`config.mk`:
```
export PLATFORM = sky130hd
export DESIGN_NAME = rsc_reset_source_control
export DESIGN_NICKNAME = d
export VERILOG_FILES = /design/src/rtl/rsc_pkg.sv /design/src/rtl/rsc_reset_source_control.sv
export SDC_FILE = /design/constraint.sdc
export NUM_CORES = 1
export LEC_CHECK = 0
export BUFFER_PORTS_ARGS = -buffer_cell sky130_fd_sc_hd__buf_2
export CORE_AREA = 2 2 107 99
export DETAILED_ROUTE_END_ITERATION = 8
export DIE_AREA = 0 0 109 101
export GPL_TIMING_DRIVEN = 0
export PLACE_DENSITY = 0.69
export SLEW_MARGIN = 20
export SYNTH_ARGS = -nofsm -noshare
export SYNTH_HDL_FRONTEND = slang
export SYNTH_SLANG_ARGS = --single-unit
```
`constraint.sdc`:
```
create_clock -name clock -period 7.7 [get_ports clock]
set_input_delay 0.77 -clock clock [delete_from_list [all_inputs] [get_ports clock]]
set_output_delay 0.77 -clock clock [all_outputs]
set_load 0.1 [all_outputs]
```
`src/rtl/rsc_pkg.sv`:
```
// Purpose: shared constants and types for the reset source control block
// Assumes: APB slave with 32-bit data, one aligned word per register
// Notes: register offsets are byte addresses
package rsc_pkg;

	// register byte offsets
	localparam logic [7:0] OFS_PIN_SEL = 8'h00;
	localparam logic [7:0] OFS_CAUSE = 8'h04;
	localparam logic [7:0] OFS_LV_SEL = 8'h08;
	localparam logic [7:0] OFS_LV_FILT = 8'h0C;
	localparam logic [7:0] OFS_FLASH_CTL1 = 8'h10;
	localparam logic [7:0] OFS_WDT_CTL = 8'h14;
	localparam logic [7:0] OFS_STATUS = 8'h18;

	// reset-pin function patterns
	localparam logic [7:0] PIN_SEL_GPIO = 8'h55;
	localparam logic [7:0] PIN_SEL_RESET = 8'hAA;
	localparam logic [7:0] PIN_SEL_POR = 8'hAA;

	// low-voltage select patterns
	localparam logic [7:0] LV_SEL_ENABLE = 8'h5A;
	localparam logic [7:0] LV_SEL_DISABLE = 8'hA5;
	localparam logic [7:0] LV_SEL_POR = 8'h5A;

	// filter code reset value
	localparam logic [1:0] LV_FILT_POR = 2'h1;

	// watchdog enable patterns (5 bits)
	localparam logic [4:0] WDT_EN_ON = 5'h0A;
	localparam logic [4:0] WDT_EN_OFF = 5'h15;
	localparam logic [4:0] WDT_EN_POR = 5'h0A;

	// flash control key that resets the device
	localparam logic [7:0] FLASH_RESET_KEY = 8'h55;

	// cause flag bit positions
	localparam int CAUSE_WDT_CORRUPT = 0;
	localparam int CAUSE_LV_CORRUPT = 1;
	localparam int CAUSE_LOW_VOLT = 2;
	localparam int CAUSE_SEL_CORRUPT = 3;

	// status register bit positions
	localparam int STAT_TIMEOUT = 0;
	localparam int STAT_POWER_DOWN = 1;

	// filter lengths in slow rc periods (upper figure of each range)
	localparam logic [7:0] LV_FILT_C0 = 8'h08;
	localparam logic [7:0] LV_FILT_C1 = 8'h20;
	localparam logic [7:0] LV_FILT_C2 = 8'h40;
	localparam logic [7:0] LV_FILT_C3 = 8'h80;

	// soft-fault delay default in clock cycles
	localparam int SOFT_FAULT_CYCLES = 64;

	// reset request pulse length in clocks
	localparam logic [3:0] RESET_PULSE = 4'h4;

	// state of the reset sequencer
	typedef enum logic [1:0] {
		RSC_IDLE = 2'b00,
		RSC_FULL = 2'b01,
		RSC_WARM = 2'b10
	} rsc_seq_type;

	// apb request bundle
	typedef struct packed {
		logic psel;
		logic penable;
		logic pwrite;
		logic [7:0] paddr;
		logic [31:0] pwdata;
	} rsc_apb_req_type;

	// whole state of the block
	typedef struct packed {
		logic [7:0] pin_sel;
		logic [3:0] cause;
		logic [7:0] lv_sel;
		logic [1:0] lv_filt;
		logic [4:0] wdt_en;
		logic timeout_status_flag;
		logic power_down_flag;
		logic [15:0] fault_cnt;
		logic [7:0] lv_cnt;
		logic [3:0] pulse_cnt;
		rsc_seq_type seq;
		logic [1:0] rc_sync;
		logic rc_prev;
		logic [1:0] lv_sync;
		logic [1:0] pin_sync;
		logic [1:0] wdt_sync;
		logic wdt_prev;
		logic prdy;
		logic [31:0] prdata;
		logic system_reset;
		logic warm_reset;
		logic shared_pin_output_enable;
		logic pin_is_reset;
	} rsc_state_type;

endpackage

```
`src/rtl/rsc_reset_source_control.sv`:
```
// Purpose: reset source selection, cause flags and low-voltage filter
// Assumes: slow rc clock, supply-low, reset pin and watchdog
//          time-out arrive asynchronously; power-on is the reset input
// Notes: one APB slave, all state in one struct
`timescale 1ns/100ps
module rsc_reset_source_control #(
	parameter int SOFT_FAULT_DELAY = rsc_pkg::SOFT_FAULT_CYCLES
) (
	input wire logic clock,
	input wire logic reset,
	input wire logic psel,
	input wire logic penable,
	input wire logic pwrite,
	input wire logic [7:0] paddr,
	input wire logic [31:0] pwdata,
	output logic [31:0] prdata,
	output logic pready,
	output logic pslverr,
	input wire logic slow_rc_osc,
	input wire logic supply_low,
	input wire logic ext_rst_n_pin,
	input wire logic watchdog_timeout,
	input wire logic low_power_mode,
	output logic system_reset,
	output logic warm_reset,
	output logic shared_pin_output_enable,
	output logic pin_is_reset
);

	// state and its next value
	rsc_pkg::rsc_state_type r;
	rsc_pkg::rsc_state_type next_r;
	rsc_pkg::rsc_apb_req_type req;

	// filter length for a code, in slow rc periods
	function automatic logic [7:0] filt_len(input logic [1:0] code);
		unique case (code)
			2'b00: filt_len = rsc_pkg::LV_FILT_C0;
			2'b01: filt_len = rsc_pkg::LV_FILT_C1;
			2'b10: filt_len = rsc_pkg::LV_FILT_C2;
			2'b11: filt_len = rsc_pkg::LV_FILT_C3;
		endcase
	endfunction

	// register read mux, used for prdata
	function automatic logic [31:0] rd_mux(input logic [7:0] a,
			input rsc_pkg::rsc_state_type s);
		rd_mux = 32'h0;
		unique case (a)
			rsc_pkg::OFS_PIN_SEL: rd_mux = {24'h0, s.pin_sel};
			rsc_pkg::OFS_CAUSE: rd_mux = {28'h0, s.cause};
			rsc_pkg::OFS_LV_SEL: rd_mux = {24'h0, s.lv_sel};
			rsc_pkg::OFS_LV_FILT: rd_mux = {30'h0, s.lv_filt};
			rsc_pkg::OFS_WDT_CTL: rd_mux = {27'h0, s.wdt_en};
			rsc_pkg::OFS_STATUS: rd_mux = {30'h0, s.power_down_flag,
				s.timeout_status_flag};
			default: rd_mux = 32'h0;
		endcase
	endfunction

	// address belongs to the map
	function automatic logic is_mapped(input logic [7:0] a);
		is_mapped = (a == rsc_pkg::OFS_PIN_SEL) ||
			(a == rsc_pkg::OFS_CAUSE) || (a == rsc_pkg::OFS_LV_SEL) ||
			(a == rsc_pkg::OFS_LV_FILT) ||
			(a == rsc_pkg::OFS_FLASH_CTL1) ||
			(a == rsc_pkg::OFS_WDT_CTL) || (a == rsc_pkg::OFS_STATUS);
	endfunction

	// bundle the bus inputs
	always_comb begin
		req.psel = psel;
		req.penable = penable;
		req.pwrite = pwrite;
		req.paddr = paddr;
		req.pwdata = pwdata;
	end

	// next-state logic
	always_comb begin
		logic wr;
		logic pin_bad;
		logic lv_bad;
		logic lv_on;
		logic rc_rise;
		logic wdt_rise;
		logic pin_rst;
		logic lv_rst;
		logic key_rst;
		logic fault_fire;
		logic full_req;
		logic [3:0] set_c;
		wr = 1'b0;
		pin_bad = 1'b0;
		lv_bad = 1'b0;
		lv_on = 1'b0;
		rc_rise = 1'b0;
		wdt_rise = 1'b0;
		pin_rst = 1'b0;
		lv_rst = 1'b0;
		key_rst = 1'b0;
		fault_fire = 1'b0;
		full_req = 1'b0;
		set_c = 4'h0;
		next_r = r;

		// two-stage synchronisers; first stage read only by second
		next_r.rc_sync = {r.rc_sync[0], slow_rc_osc};
		next_r.lv_sync = {r.lv_sync[0], supply_low};
		next_r.pin_sync = {r.pin_sync[0], ext_rst_n_pin};
		next_r.wdt_sync = {r.wdt_sync[0], watchdog_timeout};
		next_r.rc_prev = r.rc_sync[1];
		next_r.wdt_prev = r.wdt_sync[1];
		rc_rise = r.rc_sync[1] & ~r.rc_prev;
		wdt_rise = r.wdt_sync[1] & ~r.wdt_prev;

		// apb: one wait state, answer in the second cycle after setup
		next_r.prdy = 1'b0;
		if (req.psel && req.penable && !r.prdy) begin
			next_r.prdy = 1'b1;
			next_r.prdata = rd_mux(req.paddr, r);
		end
		wr = req.psel && req.penable && req.pwrite && r.prdy;

		// software writes; zeros clear cause flags only
		if (wr) begin
			unique case (req.paddr)
				rsc_pkg::OFS_PIN_SEL: next_r.pin_sel = req.pwdata[7:0];
				rsc_pkg::OFS_LV_SEL: next_r.lv_sel = req.pwdata[7:0];
				rsc_pkg::OFS_LV_FILT: next_r.lv_filt = req.pwdata[1:0];
				rsc_pkg::OFS_CAUSE:
					next_r.cause = r.cause & req.pwdata[3:0];
				rsc_pkg::OFS_STATUS: begin
					next_r.timeout_status_flag = req.pwdata[0];
					next_r.power_down_flag = req.pwdata[1];
				end
				rsc_pkg::OFS_WDT_CTL: begin
					next_r.wdt_en = req.pwdata[4:0];
					if (req.pwdata[4:0] != rsc_pkg::WDT_EN_ON &&
							req.pwdata[4:0] != rsc_pkg::WDT_EN_OFF)
						set_c[rsc_pkg::CAUSE_WDT_CORRUPT] = 1'b1;
				end
				rsc_pkg::OFS_FLASH_CTL1:
					key_rst = (req.pwdata[7:0] ==
						rsc_pkg::FLASH_RESET_KEY);
				default: begin
				end
			endcase
		end

		// corrupted selector detection
		pin_bad = (r.pin_sel != rsc_pkg::PIN_SEL_GPIO) &&
			(r.pin_sel != rsc_pkg::PIN_SEL_RESET);
		lv_bad = (r.lv_sel != rsc_pkg::LV_SEL_ENABLE) &&
			(r.lv_sel != rsc_pkg::LV_SEL_DISABLE);
		// detector gated off in sleep and idle
		lv_on = (r.lv_sel == rsc_pkg::LV_SEL_ENABLE) &&
			!low_power_mode;

		// soft-fault delay counter; runs while corruption lasts
		if ((pin_bad || lv_bad) && r.seq == rsc_pkg::RSC_IDLE) begin
			if (r.fault_cnt == 16'(SOFT_FAULT_DELAY - 1))
				fault_fire = 1'b1;
			else
				next_r.fault_cnt = r.fault_cnt + 16'h1;
		end else begin
			next_r.fault_cnt = 16'h0;
		end

		// glitch filter counts slow rc edges while supply low
		if (lv_on && r.lv_sync[1]) begin
			// saturate at the filter length; a long low never wraps
			if (rc_rise && r.lv_cnt < filt_len(r.lv_filt))
				next_r.lv_cnt = r.lv_cnt + 8'h1;
			if (r.lv_cnt >= filt_len(r.lv_filt))
				lv_rst = 1'b1;
		end else begin
			next_r.lv_cnt = 8'h0;
		end

		// pin reset only when selected
		pin_rst = r.pin_is_reset && !r.pin_sync[1];

		if (fault_fire && pin_bad)
			set_c[rsc_pkg::CAUSE_SEL_CORRUPT] = 1'b1;
		if (fault_fire && lv_bad)
			set_c[rsc_pkg::CAUSE_LV_CORRUPT] = 1'b1;
		if (lv_rst)
			set_c[rsc_pkg::CAUSE_LOW_VOLT] = 1'b1;
		// hardware set wins over a software clear
		next_r.cause = next_r.cause | set_c;

		full_req = fault_fire || lv_rst || key_rst || pin_rst ||
			(wdt_rise && !low_power_mode);

		// reset sequencer
		unique case (r.seq)
			rsc_pkg::RSC_IDLE: begin
				if (full_req) begin
					next_r.seq = rsc_pkg::RSC_FULL;
					next_r.pulse_cnt = rsc_pkg::RESET_PULSE;
					next_r.system_reset = 1'b1;
					next_r.pin_sel = rsc_pkg::PIN_SEL_POR;
					next_r.lv_filt = rsc_pkg::LV_FILT_POR;
				end else if (wdt_rise) begin
					// warm timeout: leave pin select and filter untouched, set both status flags
					next_r.seq = rsc_pkg::RSC_WARM;
					next_r.pulse_cnt = rsc_pkg::RESET_PULSE;
					next_r.warm_reset = 1'b1;
					next_r.timeout_status_flag = 1'b1;
					next_r.power_down_flag = 1'b1;
				end
				if (fault_fire && lv_bad)
					next_r.lv_sel = rsc_pkg::LV_SEL_POR;
				if (wdt_rise && !low_power_mode)
					next_r.timeout_status_flag = 1'b1;
			end
			rsc_pkg::RSC_FULL, rsc_pkg::RSC_WARM: begin
				if (r.pulse_cnt == 4'h1) begin
					next_r.seq = rsc_pkg::RSC_IDLE;
					next_r.system_reset = 1'b0;
					next_r.warm_reset = 1'b0;
				end
				next_r.pulse_cnt = r.pulse_cnt - 4'h1;
			end
			default: next_r.seq = rsc_pkg::RSC_IDLE;
		endcase

		// pin function decode; reset selection beats sharing
		next_r.pin_is_reset = (next_r.pin_sel ==
			rsc_pkg::PIN_SEL_RESET);
		next_r.shared_pin_output_enable = (next_r.pin_sel ==
			rsc_pkg::PIN_SEL_GPIO);
	end

	// state register; power-on values on reset
	always_ff @(posedge clock) begin
		if (reset) begin
			r <= '0;
			r.pin_sel <= rsc_pkg::PIN_SEL_POR;
			r.lv_sel <= rsc_pkg::LV_SEL_POR;
			r.lv_filt <= rsc_pkg::LV_FILT_POR;
			r.wdt_en <= rsc_pkg::WDT_EN_POR;
			r.pin_is_reset <= 1'b1;
			r.pin_sync <= 2'b11;
			r.seq <= rsc_pkg::RSC_IDLE;
		end else begin
			r <= next_r;
		end
	end

	// outputs straight from flip-flops, except pslverr tied low
	assign prdata = r.prdata;
	assign pready = r.prdy;
	assign pslverr = 1'b0;
	assign system_reset = r.system_reset;
	assign warm_reset = r.warm_reset;
	assign shared_pin_output_enable = r.shared_pin_output_enable;
	assign pin_is_reset = r.pin_is_reset;

	// corrupt pin selector leads to a full reset in bounded time
	a_pin_fault_reset: assert property (
		@(posedge clock) disable iff (reset)
		(r.fault_cnt == 16'(SOFT_FAULT_DELAY - 1) &&
		r.seq == rsc_pkg::RSC_IDLE &&
		r.pin_sel != rsc_pkg::PIN_SEL_GPIO &&
		r.pin_sel != rsc_pkg::PIN_SEL_RESET) |=>
		(system_reset && r.cause[rsc_pkg::CAUSE_SEL_CORRUPT]))
		else $error("pin select fault gave no reset");
	// pin outputs always match the selector held in the same cycle
	a_pin_oe_decode: assert property (
		@(posedge clock) disable iff (reset)
		(shared_pin_output_enable ==
		(r.pin_sel == rsc_pkg::PIN_SEL_GPIO)) &&
		(pin_is_reset == (r.pin_sel == rsc_pkg::PIN_SEL_RESET)))
		else $error("pin function decode wrong");
	// flags never drop without a software write
	a_flag_sticky: assert property (
		@(posedge clock) disable iff (reset)
		(|($past(r.cause) & ~r.cause)) |->
		$past(psel && pwrite && penable && pready &&
		paddr == rsc_pkg::OFS_CAUSE))
		else $error("cause flag cleared by hardware");
	// unimplemented bits read zero
	a_cause_upper: assert property (
		@(posedge clock) disable iff (reset)
		($past(paddr) == rsc_pkg::OFS_CAUSE && pready) |->
		prdata[31:4] == 28'h0)
		else $error("cause upper bits nonzero");
	// no low-voltage reset without enable
	a_lv_disabled: assert property (
		@(posedge clock) disable iff (reset)
		(low_power_mode || r.lv_sel != rsc_pkg::LV_SEL_ENABLE) |=>
		r.lv_cnt == 8'h0)
		else $error("filter counted while disabled");
	// filter never exceeds its longest length
	a_lv_filter_max: assert property (
		@(posedge clock) disable iff (reset)
		r.lv_cnt <= rsc_pkg::LV_FILT_C3)
		else $error("filter count overran");
	// warm reset sets both timeout and power-down
	a_warm_flags: assert property (
		@(posedge clock) disable iff (reset)
		$rose(warm_reset) |-> (r.timeout_status_flag &&
		r.power_down_flag && !system_reset))
		else $error("warm reset flags wrong");
	// a full reset ends within a few cycles
	a_reset_pulse: assert property (
		@(posedge clock) disable iff (reset)
		$rose(system_reset) |-> ##[1:4] !system_reset)
		else $error("reset pulse too long");
	// a corrupt low-voltage select comes back at its power-on value
	a_lv_sel_restore: assert property (
		@(posedge clock) disable iff (reset)
		(r.fault_cnt == 16'(SOFT_FAULT_DELAY - 1) &&
		r.seq == rsc_pkg::RSC_IDLE &&
		r.lv_sel != rsc_pkg::LV_SEL_ENABLE &&
		r.lv_sel != rsc_pkg::LV_SEL_DISABLE) |=>
		(r.lv_sel == rsc_pkg::LV_SEL_POR &&
		r.cause[rsc_pkg::CAUSE_LV_CORRUPT]))
		else $error("bad low-voltage select not restored");
	// the flash key write starts a full reset at once
	a_key_reset: assert property (
		@(posedge clock) disable iff (reset)
		(psel && penable && pwrite && pready &&
		paddr == rsc_pkg::OFS_FLASH_CTL1 &&
		pwdata[7:0] == rsc_pkg::FLASH_RESET_KEY &&
		r.seq == rsc_pkg::RSC_IDLE) |=> system_reset)
		else $error("flash key gave no reset");
	// a low level on the selected reset pin starts a full reset
	a_pin_low_reset: assert property (
		@(posedge clock) disable iff (reset)
		(pin_is_reset && !r.pin_sync[1] &&
		r.seq == rsc_pkg::RSC_IDLE) |=> system_reset)
		else $error("reset pin low gave no reset");
	// an invalid watchdog enable pattern raises its flag
	a_wdt_flag: assert property (
		@(posedge clock) disable iff (reset)
		(psel && penable && pwrite && pready &&
		paddr == rsc_pkg::OFS_WDT_CTL &&
		pwdata[4:0] != rsc_pkg::WDT_EN_ON &&
		pwdata[4:0] != rsc_pkg::WDT_EN_OFF) |=>
		r.cause[rsc_pkg::CAUSE_WDT_CORRUPT])
		else $error("bad watchdog pattern not flagged");
	// reads of unmapped offsets return zero, never stale data
	a_hole_reads_zero: assert property (
		@(posedge clock) disable iff (reset)
		(pready && !is_mapped(paddr)) |-> prdata == 32'h0)
		else $error("unmapped read not zero");
	// unimplemented filter bits read zero
	a_filt_upper: assert property (
		@(posedge clock) disable iff (reset)
		(pready && paddr == rsc_pkg::OFS_LV_FILT) |->
		prdata[31:2] == 30'h0)
		else $error("filter upper bits nonzero");

endmodule

```
==> out/results.ini <==
[global_routing]
met1_usage = 0.230
track_usage = 0.177
antenna_found_initial = 0
grt_pass1_wl_mm = 15.5
grt-busiest-layer = met2
grt_pass1_vias = 3289
gr-usage-met2 = 0.289
grt.met3_usage = 0.0407
grt_max_degree = 14
grt_overflow = 0

[finish]
final_cell_area_sq_um = 4830
nFillCells = 962
nNetsFinal = 612
diodes = 0
syn_to_final_growth_pct = 15.5
stdcell_count = 684
drive_above_1_share = 0.180

[clock_tree]
post_cts_buffers = 0
cts-resized-gates = 0
numCtsBuffers = 9
root_buffer = clkbuf_8
clk_pin_slew_worst_paths_ns = 0.08
tritoncts = yes
htreeDepth = 3
cts_hold_repair.buffers = 0
insertion_delay_ns = 0.35
clockBufferDepth = 2
clock-sinks = 82

[critical_path]
cp_common_cell = a21o_1
worst_path_largest_cell_delay_ns = 0.80
r2r_cells = 8
worstPathCellList = nand2b_1 -> ha_1 -> a21o_1 -> a21o_1 -> o2111ai_1 -> o311ai_1 -> o31ai_1 -> nand3_1
start_kind = flip-flop
critPathMaxFanout = 6
critPathRequiredTime_ns = 7.89
r2r_setup_slack_ns = 4.75
crit_path_end_kind = flip-flop
cp.arrival_ns = 3.14
r2r-end = pin_is_reset
cp_slowest_cell = o31ai_1
r2r-start = r[84]
critPathKind = flip-flop to flip-flop

[power_and_ir_drop]
p_comb_frac = 0.162
power.density_nw_per_um2 = 192
intPower_mw = 0.657
swShare = 0.291
seq_power_share = 0.471
p_switching_mw = 0.270
leakagePower_nw = 1.99
clock_power_share = 0.367
vdd_drop_max_v = 0.000109

[run_status]
status = completed

[placement]
place_congestion = 0.904
dp_worst_setup_slack_ns = 4.52
portBuffers = 36
dp_hpwl_mm = 7.02
postPlaceCellArea_sq_um = 4610
dp.cells = 669

[sta]
hold_viol = 0
skew_ns = 0.00804
fmax_ghz = 0.339
setup_slack_ns = 4.75
setup_viol = 0
tns_ns = 0
rsz0062_at_grt = false
slew_viol_final = 0
maxSlewHeadroom = 0.417
timing.final.crit_share = 0.383
tightest_slew_ns = 0.868
fin_worst_hold_slack_ns = 0.415
fin_crit_ns = 2.95

[detailed_routing]
drc_errors = 0
dr_total_vias = 3535
routed_via_density = 5.17
wl_mm = 9.28
wl_per_cell_um = 13.6
ant_nets = 0
dr.pass1.iters = 4
drt_iter0_markers = 176

[logic_synthesis]
synth_area_per_cell_sq_um = 8.71
yosysMostFrequentCell = dfxtp_1
synthTopCellsByArea = dfxtp_1 39%, buf_4 5.9%, mux2i_1 5.7%
synth.distinct_cells = 58
synth.top_cell.area_share = 0.393
syn_inst = 480
async_flop_share = 0
synth_edf_count = 0
ys_ff_latch = 82
yosysSeqAreaShare = 0.393
ys_warn_count = 0
synth_area_leader_cell = dfxtp_1
ys.flop_type = dfxtp_1
syn_area_sq_um = 4180
ys_top_cells_by_count = 82 x dfxtp_1, 58 x nor2_1, 34 x nand2_1

[die]
die_w_um = 109
initial_core_util = 0.420
num_rows = 35
die_h_um = 101
coreArea_sq_um = 9940
dieArea_sq_um = 11000
io_pins = 88

[worst_hold_path]
hold_class = flip-flop to flip-flop
min-delay-start = next_r[41]
holdPathStages = 1
min_to = r[41]

[flow_run]
maxCapViolations = 0

==> how the worst max path moves through the flow <==
stage,to,startpoint,cells after the start,slack (ns)
global placement,shared_pin_output_enable,paddr[1],7,4.52
finish,pin_is_reset,r[84],8,4.75
floorplan,r[52],paddr[1],7,4.77
CTS,pin_is_reset,r[84],8,4.82
global route,pin_is_reset,r[84],8,4.59
detailed placement,r[52],paddr[1],8,4.52
==> cell type report <==
| class | count | area, sq um | share of cell area |
|---|---|---|---|
| Tap cell | 129 | 161 | 0.0334 |
| Clock inverter | 5 | 78.8 | 0.0163 |
| Sequential cell | 82 | 1640 | 0.340 |
| Multi-Input combinational cell | 358 | 2260 | 0.467 |
| Timing Repair Buffer | 36 | 180 | 0.0373 |
| Inverter | 12 | 45.0 | 0.00933 |
| Buffer | 52 | 327 | 0.0677 |
| Clock buffer | 10 | 138 | 0.0285 |
==> sequential cells by signal, indices dropped and copies added, names as in the netlist <==
name                      cells
shared_pin_output_enable      1
pin_is_reset                  1
prdata                        8
next_r                        6
system_reset                  1
warm_reset                    1
r                            63
pready                        1
==> logic make-up (layout without fill, tap and decap cells) <==
family                     after synthesis  count (layout)  synth area share
xor gates and xnor gates                22              22            0.0461
and+or+nand+nor                        216             216             0.268
adders and majority gates               11              11            0.0329
DFF                                     82              82             0.393
muxes                                   29              29            0.0763
other                                    1              25          0.000897
AOI/OAI and AO/OA                       55              55            0.0940
buffers and inverters                   64             115            0.0889
==> routing by layer <==
| layer | vias up | routed length (um) |
|---|---|---|
| met5 | - | 0 |
| met4 | 0 | 120 |
| met3 | 13 | 524 |
| met2 | 109 | 4240 |
| met1 | 1638 | 4400 |
| li1 | 1775 | - |
==> worst max-delay path: cells and delay by family, from the launching register on <==
family,cells,cell delay [ns]
DFF,1,0.36
and+or+nand+nor,2,0.34
AOI/OAI and AO/OA,5,1.79
adders and majority gates,1,0.29
==> placed cells by master, fill, tap and decap left out, drive strengths merged, types with 3 or more instances in the layout <==
cell type and count:
and3 3, buf 70, clkinv 4, nor2 58
dfxtp 82, nor3 16, xor2 14, a22oi 8
inv 11, mux2i 24, nand4 13, and2 4
o21ai 5, a31oi 3, nand3 32, nand2 34
clkbuf 28, or2 5, nand4b 4, xnor2 8
mux2 3, nor3b 4, nand2b 7, conb 25
a21oi 16, nor4 9, nor2b 15, nand3b 3
ha 11
==> power groups by stage <==
stage,clock network [mW],logic (mW),registers [mW]
after floorplan,0,0.110,0.460
after global placement,0,0.148,0.446
after detailed placement,0,0.149,0.446
after CTS,0.351,0.150,0.436
after global routing,0.364,0.161,0.437
final,0.340,0.150,0.436
==> stage by stage <==
step           utilization  total power, mW
2_1_floorplan            -            0.570
6_report             0.486            0.927
4_1_cts              0.486            0.937
3_3_place_gp         0.464            0.593
5_1_grt              0.486            0.962
3_5_place_dp         0.464            0.595
Power figures use the tool's default switching activity.
